===== config.mk =====
export PLATFORM = sky130hd
export DESIGN_NAME = fbg_uart_tx
export DESIGN_NICKNAME = d
export VERILOG_FILES = /design/src/rtl/fbg_pkg.sv /design/src/rtl/fbg_uart_tx.sv
export SDC_FILE = /design/constraint.sdc
export NUM_CORES = 1
export LEC_CHECK = 0
export BUFFER_PORTS_ARGS = -buffer_cell sky130_fd_sc_hd__buf_2
export CAP_MARGIN = 10
export CORE_MARGIN = 2
export CORE_UTILIZATION = 63
export DETAILED_ROUTE_END_ITERATION = 8
export PLACE_DENSITY_LB_ADDON = 0.3
export SYNTH_ARGS = -nofsm -noshare
export SYNTH_HDL_FRONTEND = slang
export SYNTH_SLANG_ARGS = --single-unit

===== constraint.sdc =====
create_clock -name clk_sys_in -period 3.5 [get_ports clk_sys_in]
set_clock_uncertainty 0.1 [all_clocks]
set_input_delay 1.05 -clock clk_sys_in [delete_from_list [all_inputs] [get_ports clk_sys_in]]
set_output_delay 1.05 -clock clk_sys_in [all_outputs]
set_load 0.005 [all_outputs]

===== src/rtl/fbg_pkg.sv =====
// Shared constants and types of the fractional rate generator and transmitter.
package fbg_pkg;

  // Register bus geometry.
  localparam int ADDR_W = 3;
  localparam int DATA_W = 8;

  // Register offsets on the plain register port.
  localparam logic [2:0] OFS_DIV_LOW = 3'h0;
  localparam logic [2:0] OFS_DIV_HIGH = 3'h1;
  localparam logic [2:0] OFS_DIV_FRAC = 3'h2;
  localparam logic [2:0] OFS_MODEM_CTRL = 3'h3;
  localparam logic [2:0] OFS_LINE_CTRL = 3'h4;
  localparam logic [2:0] OFS_TX_HOLD = 3'h5;
  localparam logic [2:0] OFS_LINE_STATUS = 3'h6;

  // Reset values.
  localparam logic [7:0] RST_DIV_LOW = 8'h01;
  localparam logic [7:0] RST_DIV_HIGH = 8'h00;
  localparam logic [7:0] RST_DIV_FRAC = 8'h00;
  localparam logic [7:0] RST_MODEM_CTRL = 8'h00;
  localparam logic [7:0] RST_LINE_CTRL = 8'h03;

  // Field positions.
  localparam int FRAC_LSB = 0;
  localparam int FRAC_W = 4;
  localparam int MODE_LSB = 4;
  localparam int MODE_W = 2;
  localparam int PRESCALE_BIT = 7;
  localparam int STAT_HOLD_EMPTY_BIT = 5;
  localparam int STAT_TX_EMPTY_BIT = 6;
  localparam int LCR_WLEN_LSB = 0;
  localparam int LCR_STOP_BIT = 2;
  localparam int LCR_PAR_EN_BIT = 3;
  localparam int LCR_PAR_EVEN_BIT = 4;

  // Sampling modes and generator periods per serial bit.
  localparam logic [1:0] MODE_16X = 2'h0;
  localparam logic [1:0] MODE_8X = 2'h1;
  localparam logic [1:0] MODE_4X = 2'h2;
  localparam logic [4:0] TPB_16X = 5'h10;
  localparam logic [4:0] TPB_8X = 5'h08;
  localparam logic [4:0] TPB_4X = 5'h04;

  // Last prescaler count when the prescaler bit is set; it divides by four.
  localparam logic [1:0] PRESCALE_LAST = 2'h3;

  // Smallest word length in bits.
  localparam logic [3:0] WLEN_BASE = 4'h5;

  // Transmit FIFO depth, holding register included.
  localparam int TX_FIFO_DEPTH = 64;

  // Transmitter states.
  typedef enum logic [4:0] {
    TX_IDLE = 5'b00001,
    TX_START = 5'b00010,
    TX_DATA = 5'b00100,
    TX_PARITY = 5'b01000,
    TX_STOP = 5'b10000
  } fbg_tx_state_t;

  // Divisor setting as seen by the rate generator.
  typedef struct packed {
    logic [15:0] int_div;
    logic [3:0] frac;
    logic [1:0] mode;
    logic prescale;
  } fbg_div_cfg_t;

endpackage


===== src/rtl/fbg_uart_tx.sv =====
// Decided for this implementation: the register offsets and the address-and-strobe port.
`timescale 1ns/1ps

module fbg_uart_tx #(
  parameter int FIFO_DEPTH = fbg_pkg::TX_FIFO_DEPTH
) (
  input wire logic clk_sys_in, // System and oscillator clock.
  input wire logic reset_n_in, // Asynchronous reset, active low.
  input wire logic [2:0] addr_in, // Register address.
  input wire logic [7:0] wr_data_in, // Register write data.
  input wire logic wr_en_in, // Write strobe, one cycle.
  input wire logic rd_en_in, // Read strobe, one cycle.
  output logic [7:0] rd_data_out, // Read data, cycle after the strobe.
  output logic txd_out, // Serial transmit line, idles high.
  output logic sample_tick_out, // Sampling clock pulse for the receiver.
  output logic tx_empty_out // Whole transmitter empty.
);

  localparam int PTR_W = $clog2(FIFO_DEPTH);

  // Register state.
  logic [7:0] div_low_q;
  logic [7:0] div_high_q;
  logic [7:0] div_frac_q;
  logic [7:0] modem_ctrl_q;
  logic [7:0] line_ctrl_q;
  logic [7:0] rd_data_q;

  // Generator state.
  logic [1:0] pre_cnt_q;
  logic [16:0] gen_cnt_q;
  logic [3:0] frac_acc_q;
  logic samp_tick_q;

  // Transmitter state.
  fbg_pkg::fbg_tx_state_t state_q;
  fbg_pkg::fbg_tx_state_t state_d;
  logic [7:0] shift_q;
  logic [7:0] shift_d;
  logic [4:0] tick_cnt_q;
  logic [3:0] bit_idx_q;
  logic [3:0] bit_idx_d;
  logic parity_q;
  logic parity_d;
  logic txd_q;
  logic txd_d;
  logic tx_empty_q;

  // FIFO storage and pointers, one spare bit for full versus empty.
  logic [7:0] fifo_mem [FIFO_DEPTH];
  logic [PTR_W:0] wr_ptr_q;
  logic [PTR_W:0] rd_ptr_q;

  // Register decode.
  wire wr_low = wr_en_in && (addr_in == fbg_pkg::OFS_DIV_LOW);
  wire wr_high = wr_en_in && (addr_in == fbg_pkg::OFS_DIV_HIGH);
  wire wr_frac = wr_en_in && (addr_in == fbg_pkg::OFS_DIV_FRAC);
  wire wr_modem = wr_en_in && (addr_in == fbg_pkg::OFS_MODEM_CTRL);
  wire wr_lcr = wr_en_in && (addr_in == fbg_pkg::OFS_LINE_CTRL);
  wire wr_hold = wr_en_in && (addr_in == fbg_pkg::OFS_TX_HOLD);

  // Divisor setting gathered from the three divisor registers and the modem control prescaler bit.
  fbg_pkg::fbg_div_cfg_t cfg;
  assign cfg.int_div = {div_high_q, div_low_q};
  assign cfg.frac = div_frac_q[fbg_pkg::FRAC_LSB +: fbg_pkg::FRAC_W];
  assign cfg.mode = div_frac_q[fbg_pkg::MODE_LSB +: fbg_pkg::MODE_W];
  assign cfg.prescale = modem_ctrl_q[fbg_pkg::PRESCALE_BIT];

  // Prescaler: a tick every clock, or every fourth clock when selected.
  wire pre_tick = !cfg.prescale
      || (pre_cnt_q == fbg_pkg::PRESCALE_LAST);

  // A zero integer divisor would stall the generator; it counts as one.
  wire [15:0] int_eff = (cfg.int_div == 16'h0000) ? 16'h0001 : cfg.int_div;

  // Fraction accumulator: its carry marks the periods to stretch, so that
  // frac of every sixteen periods are one tick longer, evenly spread.
  wire [4:0] frac_sum = {1'b0, frac_acc_q} + {1'b0, cfg.frac};
  wire stretch = frac_sum[4];
  wire gen_end = pre_tick && (gen_cnt_q <= 17'h0_0001);
  // The reload reads the live registers only at a period boundary, so a
  // divisor write never cuts a period short or makes a runt tick; a prescaler bit write changes the count rate at once.
  wire [16:0] gen_reload = {1'b0, int_eff}
      + {16'h0000, stretch};

  // Generator periods per serial bit from the sampling mode.
  logic [4:0] tpb;
  always_comb begin
    case (cfg.mode)
      fbg_pkg::MODE_8X: tpb = fbg_pkg::TPB_8X;
      fbg_pkg::MODE_4X: tpb = fbg_pkg::TPB_4X;
      default: tpb = fbg_pkg::TPB_16X;
    endcase
  end

  // Prescaler counter runs free; its phase does not matter to the host.
  always_ff @(posedge clk_sys_in or negedge reset_n_in) begin
    if (!reset_n_in) begin
      pre_cnt_q <= 2'h0;
    end else begin
      pre_cnt_q <= pre_cnt_q + 2'h1;
    end
  end

  // Rate generator down counter; stretched periods give the jitter of
  // one sixteenth (8X) or one eighth (4X) of a bit for odd fractions.
  always_ff @(posedge clk_sys_in or negedge reset_n_in) begin
    if (!reset_n_in) begin
      gen_cnt_q <= 17'h0_0001;
      frac_acc_q <= 4'h0;
      samp_tick_q <= 1'b0;
    end else begin
      samp_tick_q <= gen_end;
      if (gen_end) begin
        gen_cnt_q <= gen_reload;
        frac_acc_q <= frac_sum[3:0];
      end else if (pre_tick) begin
        gen_cnt_q <= gen_cnt_q - 17'h0_0001;
      end
    end
  end

  // FIFO occupancy.
  wire fifo_empty = (wr_ptr_q == rd_ptr_q);
  wire fifo_full = (wr_ptr_q[PTR_W] != rd_ptr_q[PTR_W])
      && (wr_ptr_q[PTR_W-1:0] == rd_ptr_q[PTR_W-1:0]);
  // Writes to a full FIFO are dropped; the host checks bit 5 first.
  wire push = wr_hold && !fifo_full;
  wire [7:0] fifo_head = fifo_mem[rd_ptr_q[PTR_W-1:0]];

  // Bit timing: a bit ends on the last sampling tick of its period.
  wire bit_end = samp_tick_q && (tick_cnt_q == (tpb - 5'h01));
  wire [3:0] wlen = fbg_pkg::WLEN_BASE
      + {2'b00, line_ctrl_q[fbg_pkg::LCR_WLEN_LSB +: 2]};
  wire par_en = line_ctrl_q[fbg_pkg::LCR_PAR_EN_BIT];
  wire par_even = line_ctrl_q[fbg_pkg::LCR_PAR_EVEN_BIT];
  wire [3:0] stop_bits = line_ctrl_q[fbg_pkg::LCR_STOP_BIT] ? 4'h2 : 4'h1;
  // A frame may start only on a sampling tick, so bit edges stay aligned.
  wire start_idle = (state_q == fbg_pkg::TX_IDLE) && samp_tick_q
      && !fifo_empty;
  wire stop_done = (state_q == fbg_pkg::TX_STOP) && bit_end
      && (bit_idx_q == stop_bits - 4'h1);
  wire load = start_idle || (stop_done && !fifo_empty);
  wire pop = load;

  // Transmit sequencer.
  always_comb begin
    state_d = state_q;
    shift_d = shift_q;
    bit_idx_d = bit_idx_q;
    parity_d = parity_q;
    txd_d = txd_q;
    case (state_q)
      fbg_pkg::TX_IDLE: begin
        txd_d = 1'b1;
      end
      fbg_pkg::TX_START: begin
        if (bit_end) begin
          state_d = fbg_pkg::TX_DATA;
          txd_d = shift_q[0];
          parity_d = shift_q[0];
          shift_d = {1'b0, shift_q[7:1]};
          bit_idx_d = 4'h0;
        end
      end
      fbg_pkg::TX_DATA: begin
        if (bit_end) begin
          if (bit_idx_q == wlen - 4'h1) begin
            bit_idx_d = 4'h0;
            if (par_en) begin
              state_d = fbg_pkg::TX_PARITY;
              txd_d = par_even ? parity_q : !parity_q;
            end else begin
              state_d = fbg_pkg::TX_STOP;
              txd_d = 1'b1;
            end
          end else begin
            bit_idx_d = bit_idx_q + 4'h1;
            txd_d = shift_q[0];
            parity_d = parity_q ^ shift_q[0];
            shift_d = {1'b0, shift_q[7:1]};
          end
        end
      end
      fbg_pkg::TX_PARITY: begin
        if (bit_end) begin
          state_d = fbg_pkg::TX_STOP;
          txd_d = 1'b1;
          bit_idx_d = 4'h0;
        end
      end
      fbg_pkg::TX_STOP: begin
        if (bit_end) begin
          if (bit_idx_q == stop_bits - 4'h1) begin
            state_d = fbg_pkg::TX_IDLE;
            txd_d = 1'b1;
          end else begin
            bit_idx_d = bit_idx_q + 4'h1;
          end
        end
      end
      default: begin
        state_d = fbg_pkg::TX_IDLE;
        txd_d = 1'b1;
      end
    endcase
    // Loading overrides: a new frame begins with its start bit.
    if (load) begin
      state_d = fbg_pkg::TX_START;
      shift_d = fifo_head;
      txd_d = 1'b0;
      bit_idx_d = 4'h0;
    end
  end

  // Sequencer registers; the tick counter restarts with every bit.
  always_ff @(posedge clk_sys_in or negedge reset_n_in) begin
    if (!reset_n_in) begin
      state_q <= fbg_pkg::TX_IDLE;
      shift_q <= 8'h00;
      bit_idx_q <= 4'h0;
      parity_q <= 1'b0;
      txd_q <= 1'b1;
    end else begin
      state_q <= state_d;
      shift_q <= shift_d;
      bit_idx_q <= bit_idx_d;
      parity_q <= parity_d;
      txd_q <= txd_d;
    end
  end

  // Sampling ticks within the current bit.
  always_ff @(posedge clk_sys_in or negedge reset_n_in) begin
    if (!reset_n_in) begin
      tick_cnt_q <= 5'h00;
    end else if (load || bit_end) begin
      tick_cnt_q <= 5'h00;
    end else if (samp_tick_q) begin
      tick_cnt_q <= tick_cnt_q + 5'h01;
    end
  end

  // FIFO storage has no reset; the pointers define what is valid.
  always_ff @(posedge clk_sys_in) begin
    if (push) begin
      fifo_mem[wr_ptr_q[PTR_W-1:0]] <= wr_data_in;
    end
  end

  // FIFO pointers.
  always_ff @(posedge clk_sys_in or negedge reset_n_in) begin
    if (!reset_n_in) begin
      wr_ptr_q <= '0;
      rd_ptr_q <= '0;
    end else begin
      if (push) begin
        wr_ptr_q <= wr_ptr_q + 1'b1;
      end
      if (pop) begin
        rd_ptr_q <= rd_ptr_q + 1'b1;
      end
    end
  end

  // Line status: bit 5 holding side empty, bit 6 shifter empty as well.
  wire hold_empty = fifo_empty;
  wire all_empty = fifo_empty && (state_q == fbg_pkg::TX_IDLE);
  logic [7:0] line_status;
  always_comb begin
    line_status = 8'h00;
    line_status[fbg_pkg::STAT_HOLD_EMPTY_BIT] = hold_empty;
    line_status[fbg_pkg::STAT_TX_EMPTY_BIT] = all_empty;
  end

  always_ff @(posedge clk_sys_in or negedge reset_n_in) begin
    if (!reset_n_in) begin
      tx_empty_q <= 1'b1;
    end else begin
      tx_empty_q <= all_empty;
    end
  end

  // Configuration registers.
  always_ff @(posedge clk_sys_in or negedge reset_n_in) begin
    if (!reset_n_in) begin
      div_low_q <= fbg_pkg::RST_DIV_LOW;
      div_high_q <= fbg_pkg::RST_DIV_HIGH;
      div_frac_q <= fbg_pkg::RST_DIV_FRAC;
      modem_ctrl_q <= fbg_pkg::RST_MODEM_CTRL;
      line_ctrl_q <= fbg_pkg::RST_LINE_CTRL;
    end else begin
      if (wr_low) begin
        div_low_q <= wr_data_in;
      end
      if (wr_high) begin
        div_high_q <= wr_data_in;
      end
      if (wr_frac) begin
        div_frac_q <= wr_data_in;
      end
      if (wr_modem) begin
        modem_ctrl_q <= wr_data_in;
      end
      if (wr_lcr) begin
        line_ctrl_q <= wr_data_in;
      end
    end
  end

  // Read mux; the holding register is write only and reads as zero.
  logic [7:0] rd_mux;
  always_comb begin
    case (addr_in)
      fbg_pkg::OFS_DIV_LOW: rd_mux = div_low_q;
      fbg_pkg::OFS_DIV_HIGH: rd_mux = div_high_q;
      fbg_pkg::OFS_DIV_FRAC: rd_mux = div_frac_q;
      fbg_pkg::OFS_MODEM_CTRL: rd_mux = modem_ctrl_q;
      fbg_pkg::OFS_LINE_CTRL: rd_mux = line_ctrl_q;
      fbg_pkg::OFS_LINE_STATUS: rd_mux = line_status;
      default: rd_mux = 8'h00;
    endcase
  end

  // Read data stands only in the cycle after the strobe.
  always_ff @(posedge clk_sys_in or negedge reset_n_in) begin
    if (!reset_n_in) begin
      rd_data_q <= 8'h00;
    end else if (rd_en_in) begin
      rd_data_q <= rd_mux;
    end else begin
      rd_data_q <= 8'h00;
    end
  end

  assign rd_data_out = rd_data_q;
  assign txd_out = txd_q;
  assign sample_tick_out = samp_tick_q;
  assign tx_empty_out = tx_empty_q;

endmodule

==> metrics.md, run 1 <==
| Metric | Value |
|---|---|
| Max VDD drop | 0.493 mV |
| Worst relative slew slack | 0.281 |
| Setup WS pre-CTS | -82.2 ps |
| Power Density | around 570 nW/um^2 |
| Clock Path Buffers | 3 |
| Post-synth top area cell | edfxtp_1 |
| Gr ovfl total | 0 |
| Async SR Flop Fraction | 0.178 |
| Max-cap violations | 0 |
| Synth top area share | 0.591 |
| Sequential-to-total area share from yosys stat | 0.699 |
| Reg2Reg Setup Slack | between 100 and 150 ps |
| WS Path Type | reg2reg |
| RSZ-0062 raised after global routing | false |
| Vias | approximately 15000 |
| Reg2Reg Depth | 6 |
| CP Launch Type | flip-flop |
| Clock sinks | approximately 620 |
| CTS tree | built |
| Fraction of synthesized cell area in xor and xnor cells | 0.0161 |
| Final setup margin | approximately 140 ps |
| Predominant post-synthesis flop cell | edfxtp_1 |
| Max-slew violations | 0 |
| Multi-input gate area | ~7300 sq um |
| Vias in the first global route | 15000 |
| Cells after Synth | approximately 1600 |
| HPWL Detailed | 38400 um |
| Clock slew at reported path FFs | ~60 ps |
| Drt pass-1 iters | 5 |
| Drc violations | 0 |
| Worst Max-Slew Pin Slew | 1080 ps |
| Drt wl/cell | 26.3 um |
| Synth Cell Area | ~26000 sq um |
| Syn avg cell area | 16.5 sq um |
| CP arrival | 3720 ps |
| Post-synthesis mux area share | 0.143 |
| Worst min-delay path category | in2async |
| Outcome | complete, no violations |
| Synth Area in Adders | 0.00751 |
| Std-Cell Rows | between 70 and 80 |
| First DRT Iteration DRCs | around 1900 |
| Largest net degree at the start of global routing | 70 |
| Final min period | around 3400 ps |
| Placeable Area | just over 40000 sq um |
| First-pass GRT wire length | a little over 90000 um |
| Post_cts resized | 0 |
| #FFs+latches synth | slightly above 600 |
| Ports | 26 |
| Largest family of logic cells by synthesized area | multiplexers |
| Share of cells above drive strength 1 | 0.227 |
| Synth Area in Compound Gates | 0.0581 |
| Final count of negative-setup-slack endpoints | 0 |
| Main area contributors after synthesis | edfxtp_1 (59%), dfrtp_1 (10%), mux4_2 (7.8%) |
| Crit. End Element | flip-flop |
| Final #Nets | about 1700 |
| CTS root buf | clkbuf_16 |
| Final period utilization | 0.961 |
| P_leak | 9.99 nW |
| R2R Path End | shift_q[2] |
| Most common cell after layout, fill and taps aside | edfxtp_1 |
| Register area | roughly 18000 sq um |
| Die height | 207 um |
| Final core occ | 0.722 |
| Ys Warns | 0 |
| Critical path peak fanout | 36 |
| H-Tree Depth | 2 |
| IO Port Bufs | 25 |
| Num CTS Buffers | 59 |
| Ant diodes | 0 |
| Most frequent cells in the layout | edfxtp_1 (512), nor2_1 (122), buf_4 (119) |
| F_max | slightly below 300 MHz |
| Die Wd | 207 um |
| Post-Syn Nets | around 1600 |
| Worst r2r src | rd_ptr_q[0] |
| Initial core utilization | 0.638 |
| Number of flops mapped to enable cells by yosys | roughly 510 |
| Routability cong. | 0.894 |
| Drt total wl | ~60000 um |
| CP required | about 3900 ps |
| Hold Buf Count CTS | 0 |
| Routed vias/inst | between 6 and 7 |
| Layout area overhead | 13.2% |
| Initial antenna violation count | 0 |
| Overall Power | around 17 mW |
| Die ar. | ~43000 sq um |
| Clk_lat worst skew | a little over 600 ps |
| Fin. Hold Viols | 0 |
| Antenna Violating Nets Remaining | 0 |
| Post CTS Setup Buffer Count | 0 |
| Fill cells | roughly 2500 |
| Netlist cell types | a little over 70 |
| Total track usage | 0.284 |
| Post-Synth Simple-Gate Area | 0.0576 |
cell usage after synthesis, drive strengths merged (4+ instances only):
master / instances
or3: 5
mux2i: 118
and2: 5
clkbuf: 36
xor2: 31
nor4: 15
mux4: 90
nor3: 14
dfstp: 7
a211oi: 18
nand2: 66
mux2: 46
o21a: 4
xnor2: 16
o21ai: 24
a21oi: 43
nor2: 123
o22ai: 20
and3: 6
nand2b: 10
dfrtp: 104
nand4: 6
o221ai: 5
edfxtp: 512
a22oi: 44
ha: 14
nand3b: 12
nor2b: 11
o22a: 10
a22o: 7
inv: 21
buf: 51
o2bb2ai: 8
nand3: 28
per-layer routing:
| layer | vias up | wire length, um | GRT usage |
|---|---|---|---|
| li1 | 6436 | - | - |
| met1 | 7675 | 24100 | 0.410 |
| met2 | 739 | 29100 | 0.451 |
| met3 | 89 | 5280 | 0.0471 |
| met4 | 0 | 1530 | 0.0897 |
| met5 | - | 0 | 0 |
registers in the layout, summed over array words and instances (netlist names), 7 cells and up:
| name | flops |
|---|---|
| fifo_mem | 512 |
| gen_cnt_q | 17 |
| div_frac_q | 8 |
| div_high_q | 8 |
| div_low_q | 8 |
| line_ctrl_q | 8 |
| modem_ctrl_q | 8 |
| rd_data_out | 8 |
| shift_q | 8 |
| rd_ptr_q | 7 |
| wr_ptr_q | 7 |
cell type report:
cell class,instances,share of cell area
repair buffers,152,0.0406
flip-flops and latches,623,0.617
inverters,21,0.00268
clock inverters,34,0.0114
well taps,532,0.0226
clock buffers,77,0.0556
multi-input cells,843,0.250
power breakdown:
group          total, mW  switching (mW)  internal [mW]
sequential          8.67           0.348           8.32
clock               6.44            2.65           3.79
combinational       1.61           0.893          0.712
how the worst max path moves through the flow:
stage	cells past startpoint	start	endpoint
3_3_place_gp	7	wr_en_in	fifo_mem[60][2]
4_1_cts	8	rd_ptr_q[0]	shift_q[2]
5_1_grt	8	div_frac_q[4]	shift_q[2]
2_1_floorplan	6	addr_in[0]	fifo_mem[59][0]
3_5_place_dp	7	wr_en_in	fifo_mem[60][5]
6_report	6	rd_ptr_q[0]	shift_q[2]
critical path, cell delays in order (launching register included):
cell and delay, ps:
dfrtp_4 770, buf_12 330, mux4_2 560, mux2i_1 340, a211oi_1 190, a2111oi_0 720, o2bb2ai_1 160
metrics by stage:
step / hold slack [ps] / area (sq um) / setup TNS, ps / instances
2_1_floorplan: 301 / 26000 / 0 / 1574
3_3_place_gp: 313 / 27500 / 0 / 2171
3_5_place_dp: 330 / 27500 / -1300 / 2171
4_1_cts: 335 / 29400 / 0 / 2282
5_1_grt: 347 / 29400 / 0 / 2282
6_report: 335 / 29400 / 0 / 2282
logic make-up after synthesis:
logic type                 Yosys count
buffers and inverters              108
AOI/OAI and AO/OA                  214
adders and majority gates           15
xor gates and xnor gates            47
muxes                              254
and+or+nand+nor                    313
DFF                                623
(Power assumes the default switching activity.)
==> inputs of run 2 (changes only) <==
CORE_UTILIZATION = 65   (was 63)
clock period = 4.2 ns   (was 3.5 ns; I/O delays follow)
==> run 2 against run 1 <==
  * Cell count shrank 1.2%
  * Register-to-register slack gained 700 ps
  * First-iteration DRC count grew 4.9%
  * Total power shrank 17%
  * Core utilization grew 1.4 points
  * Maximum frequency is essentially flat
  * Worst setup slack gained 700 ps
  * Sequential power shrank 16%
  * Non-clock buffer count shrank 20
  * Highest routed layer unchanged
==> metrics.md, run 2 (same netlist as run 1, synthesis figures left out) <==
| Metric | Value |
|---|---|
| Drt total wl | 61700 um (+2.8%) |
| Worst min-delay path category | reg2reg |
| Critical path origin | rd_ptr_q[0] |
| Final count of negative-setup-slack endpoints | 0 (unchanged) |
| Most frequent cells in the layout | edfxtp_1 (512), nor2_1 (122), mux2i_1 (118) |
| First DRT Iteration DRCs | 1987 (+4.9%) |
| Drc violations | 0 (unchanged) |
| Hold Crit Depth | 1 |
| Critical path peak fanout | 27 (-25%) |
| Max-slew violations | 0 (unchanged) |
| Flip-flop count of the largest register after layout | 512 (unchanged) |
| H-Tree Depth | 2 (unchanged) |
| Post_cts resized | 0 (unchanged) |
| Share of cells above drive strength 1 | 0.220 (-0.00778) |
| Antenna Violating Nets Remaining | 0 (unchanged) |
| CP Launch Type | flip-flop |
| CP cell instances | buf_4 -> mux4_2 -> a32o_1 -> a211oi_1 -> a211oi_1 -> nor4_1 -> o2bb2ai_1 |
| Placeable Area | 39600 sq um (-2.7%) |
| Fin. Hold Viols | 0 (unchanged) |
| Sw Ratio | 0.237 (+0.00433) |
| P_sw | 3.30 mW (-15%) |
| Die ar. | 41600 sq um (-3.0%) |
| Clk_lat worst skew | 620 ps (about the same) |
| Ports | 26 (unchanged) |
| Comb power frac | 0.095 (about the same) |
| Crit. End Element | flip-flop |
| Power Density | 477 nW/um^2 (-16%) |
| Total track usage | 0.307 (+0.0235) |
| Max VDD drop | 0.394 mV (-20%) |
| Setup WS pre-CTS | 643 ps (+725 ps) |
| Routed vias/inst | 6.64 (+1.4%) |
| Vias in the first global route | 15100 (+0.37%) |
| Max incr delay on CP | 760 ps (about the same) |
| Final setup margin | 840 ps (+702 ps) |
| Worst r2r src | rd_ptr_q[0] |
| Std-Cell Rows | 73 (-1.4%) |
| Layout area overhead | 12.2% |
| Gr ovfl total | 0 (unchanged) |
| Num CTS Buffers | 59 (unchanged) |
| Most common cell after layout, fill and taps aside | edfxtp_1 |
| Final #Nets | 1710 (-1.2%) |
| CTS tree | built |
| Cell Area, Placed | 27200 sq um (-0.85%) |
| Hold Buf Count CTS | 0 (unchanged) |
| First-pass GRT wire length | 93000 um (+1.2%) |
| Final period utilization | 0.800 (-0.161) |
| Hold wc startpoint | pre_cnt_q[0] |
| Vias | 15000 (+0.17%) |
| Ant diodes | 0 (unchanged) |
| RSZ-0062 raised after global routing | false |
| Clock Path Buffers | 3 (unchanged) |
| CP Buf/Inv Count | 1 (unchanged) |
| CP arrival | 3740 ps (+20 ps) |
| CP max stage cell | dfrtp_4 |
| Drt pass-1 iters | 6 (+1) |
| Initial antenna violation count | 0 (unchanged) |
| Post CTS Setup Buffer Count | 0 (unchanged) |
| Drt wl/cell | 27.3 um (+4.0%) |
| Routability cong. | 0.946 (+5.9%) |
| CP required | 4580 ps (+720 ps) |
| Clock slew at reported path FFs | 60 ps (about the same) |
| P_leak | 9.86 nW (-1.3%) |
| Largest net degree at the start of global routing | 70 (unchanged) |
| F_max | 298 MHz (about the same) |
| Outcome | complete, no violations |
| Reg power frac | 0.520 (about the same) |
| CTS root buf | clkbuf_16 |
| Crit-path leading delay family | compound AO/OA/AOI/OAI gates |
| Final Cell Area | 29200 sq um (-0.85%) |
| Most common cell on crit path | a211oi_1 |
| Worst Max-Slew Pin Slew | 1230 ps (+150 ps) |
| Worst relative slew slack | 0.181 (-0.101) |
| P_int | 10.6 mW (-17%) |
| Final min period | 3360 ps (-2.17 ps) |
| IO Port Bufs | 25 (unchanged) |
| Reg2Reg Depth | 7 (+1) |
| Initial core utilization | 0.656 (+0.0177) |
| Die Wd | 204 um (-1.5%) |
| Die height | 204 um (-1.5%) |
| Clk network pwr share | 0.384 (about the same) |
| WS Path Type | reg2reg |
| HPWL Detailed | 37600 um (-1.9%) |
| Clock sinks | 623 (unchanged) |
| Max-cap violations | 0 (unchanged) |
| Critical path depth | 7 (+1) |
| Setup TNS | 0 ps (unchanged) |
## run 2: cell count changes in the layout (fill, tap and decap cells not counted), sizes merged
cell and change:
clkinvlp -1, buf -20, inv +2, clkinv -1
## run 2: path summary, 6_finish.rpt
path | slack [ps] | to
setup / recovery | 840 | shift_q[0]
hold / removal | 320 | pre_cnt_q[0]
setup reg to reg | 840 | shift_q[0]
hold reg to reg | 320 | pre_cnt_q[0]
max in group asynchronous | 2590 | div_frac_q[0]
min in group asynchronous | 580 | shift_q[6]
## run 2: area by class of cell
cell class              instances  area [sq um]
multi-input cells             843          7350
repair buffers                132           968
clock buffers                  77          1600
fillers                      2357         10500
flip-flops and latches        623         18200
well taps                     525           657
inverters                      21          78.8
clock inverters                34           360
## run 2: per-layer routing
layer	part of all wire	GRT usage	wire, um
met5	0	0	0
met1	0.39	0.433	23800
met2	0.48	0.491	29900
met3	0.097	0.0544	5990
met4	0.032	0.112	1990
## run 2: worst register-to-register path: stages, from the launching register on
cell and delay (ps):
dfrtp_4 760, buf_4 500, mux4_2 600, a32o_1 300, a211oi_1 440, a211oi_1 190
nor4_1 230, o2bb2ai_1 120
## run 2: per-stage QoR
stage          std cells  utilization  total power, mW  hold slack, ps
2_1_floorplan       1574            -             8.18             301
3_3_place_gp        2144        0.687             8.61             311
3_5_place_dp        2144        0.687             8.67             318
4_1_cts             2255        0.736             14.0             326
5_1_grt             2255        0.736             14.3             347
6_report            2255        0.736             13.9             320
## run 2: power groups by stage
stage | clock network (mW) | registers [mW] | logic, mW
after detailed placement | 0 | 7.35 | 1.31
final | 5.35 | 7.24 | 1.33
after floorplan | 0 | 7.21 | 0.968
after global placement | 0 | 7.34 | 1.27
after global routing | 5.62 | 7.27 | 1.45
after CTS | 5.40 | 7.23 | 1.32
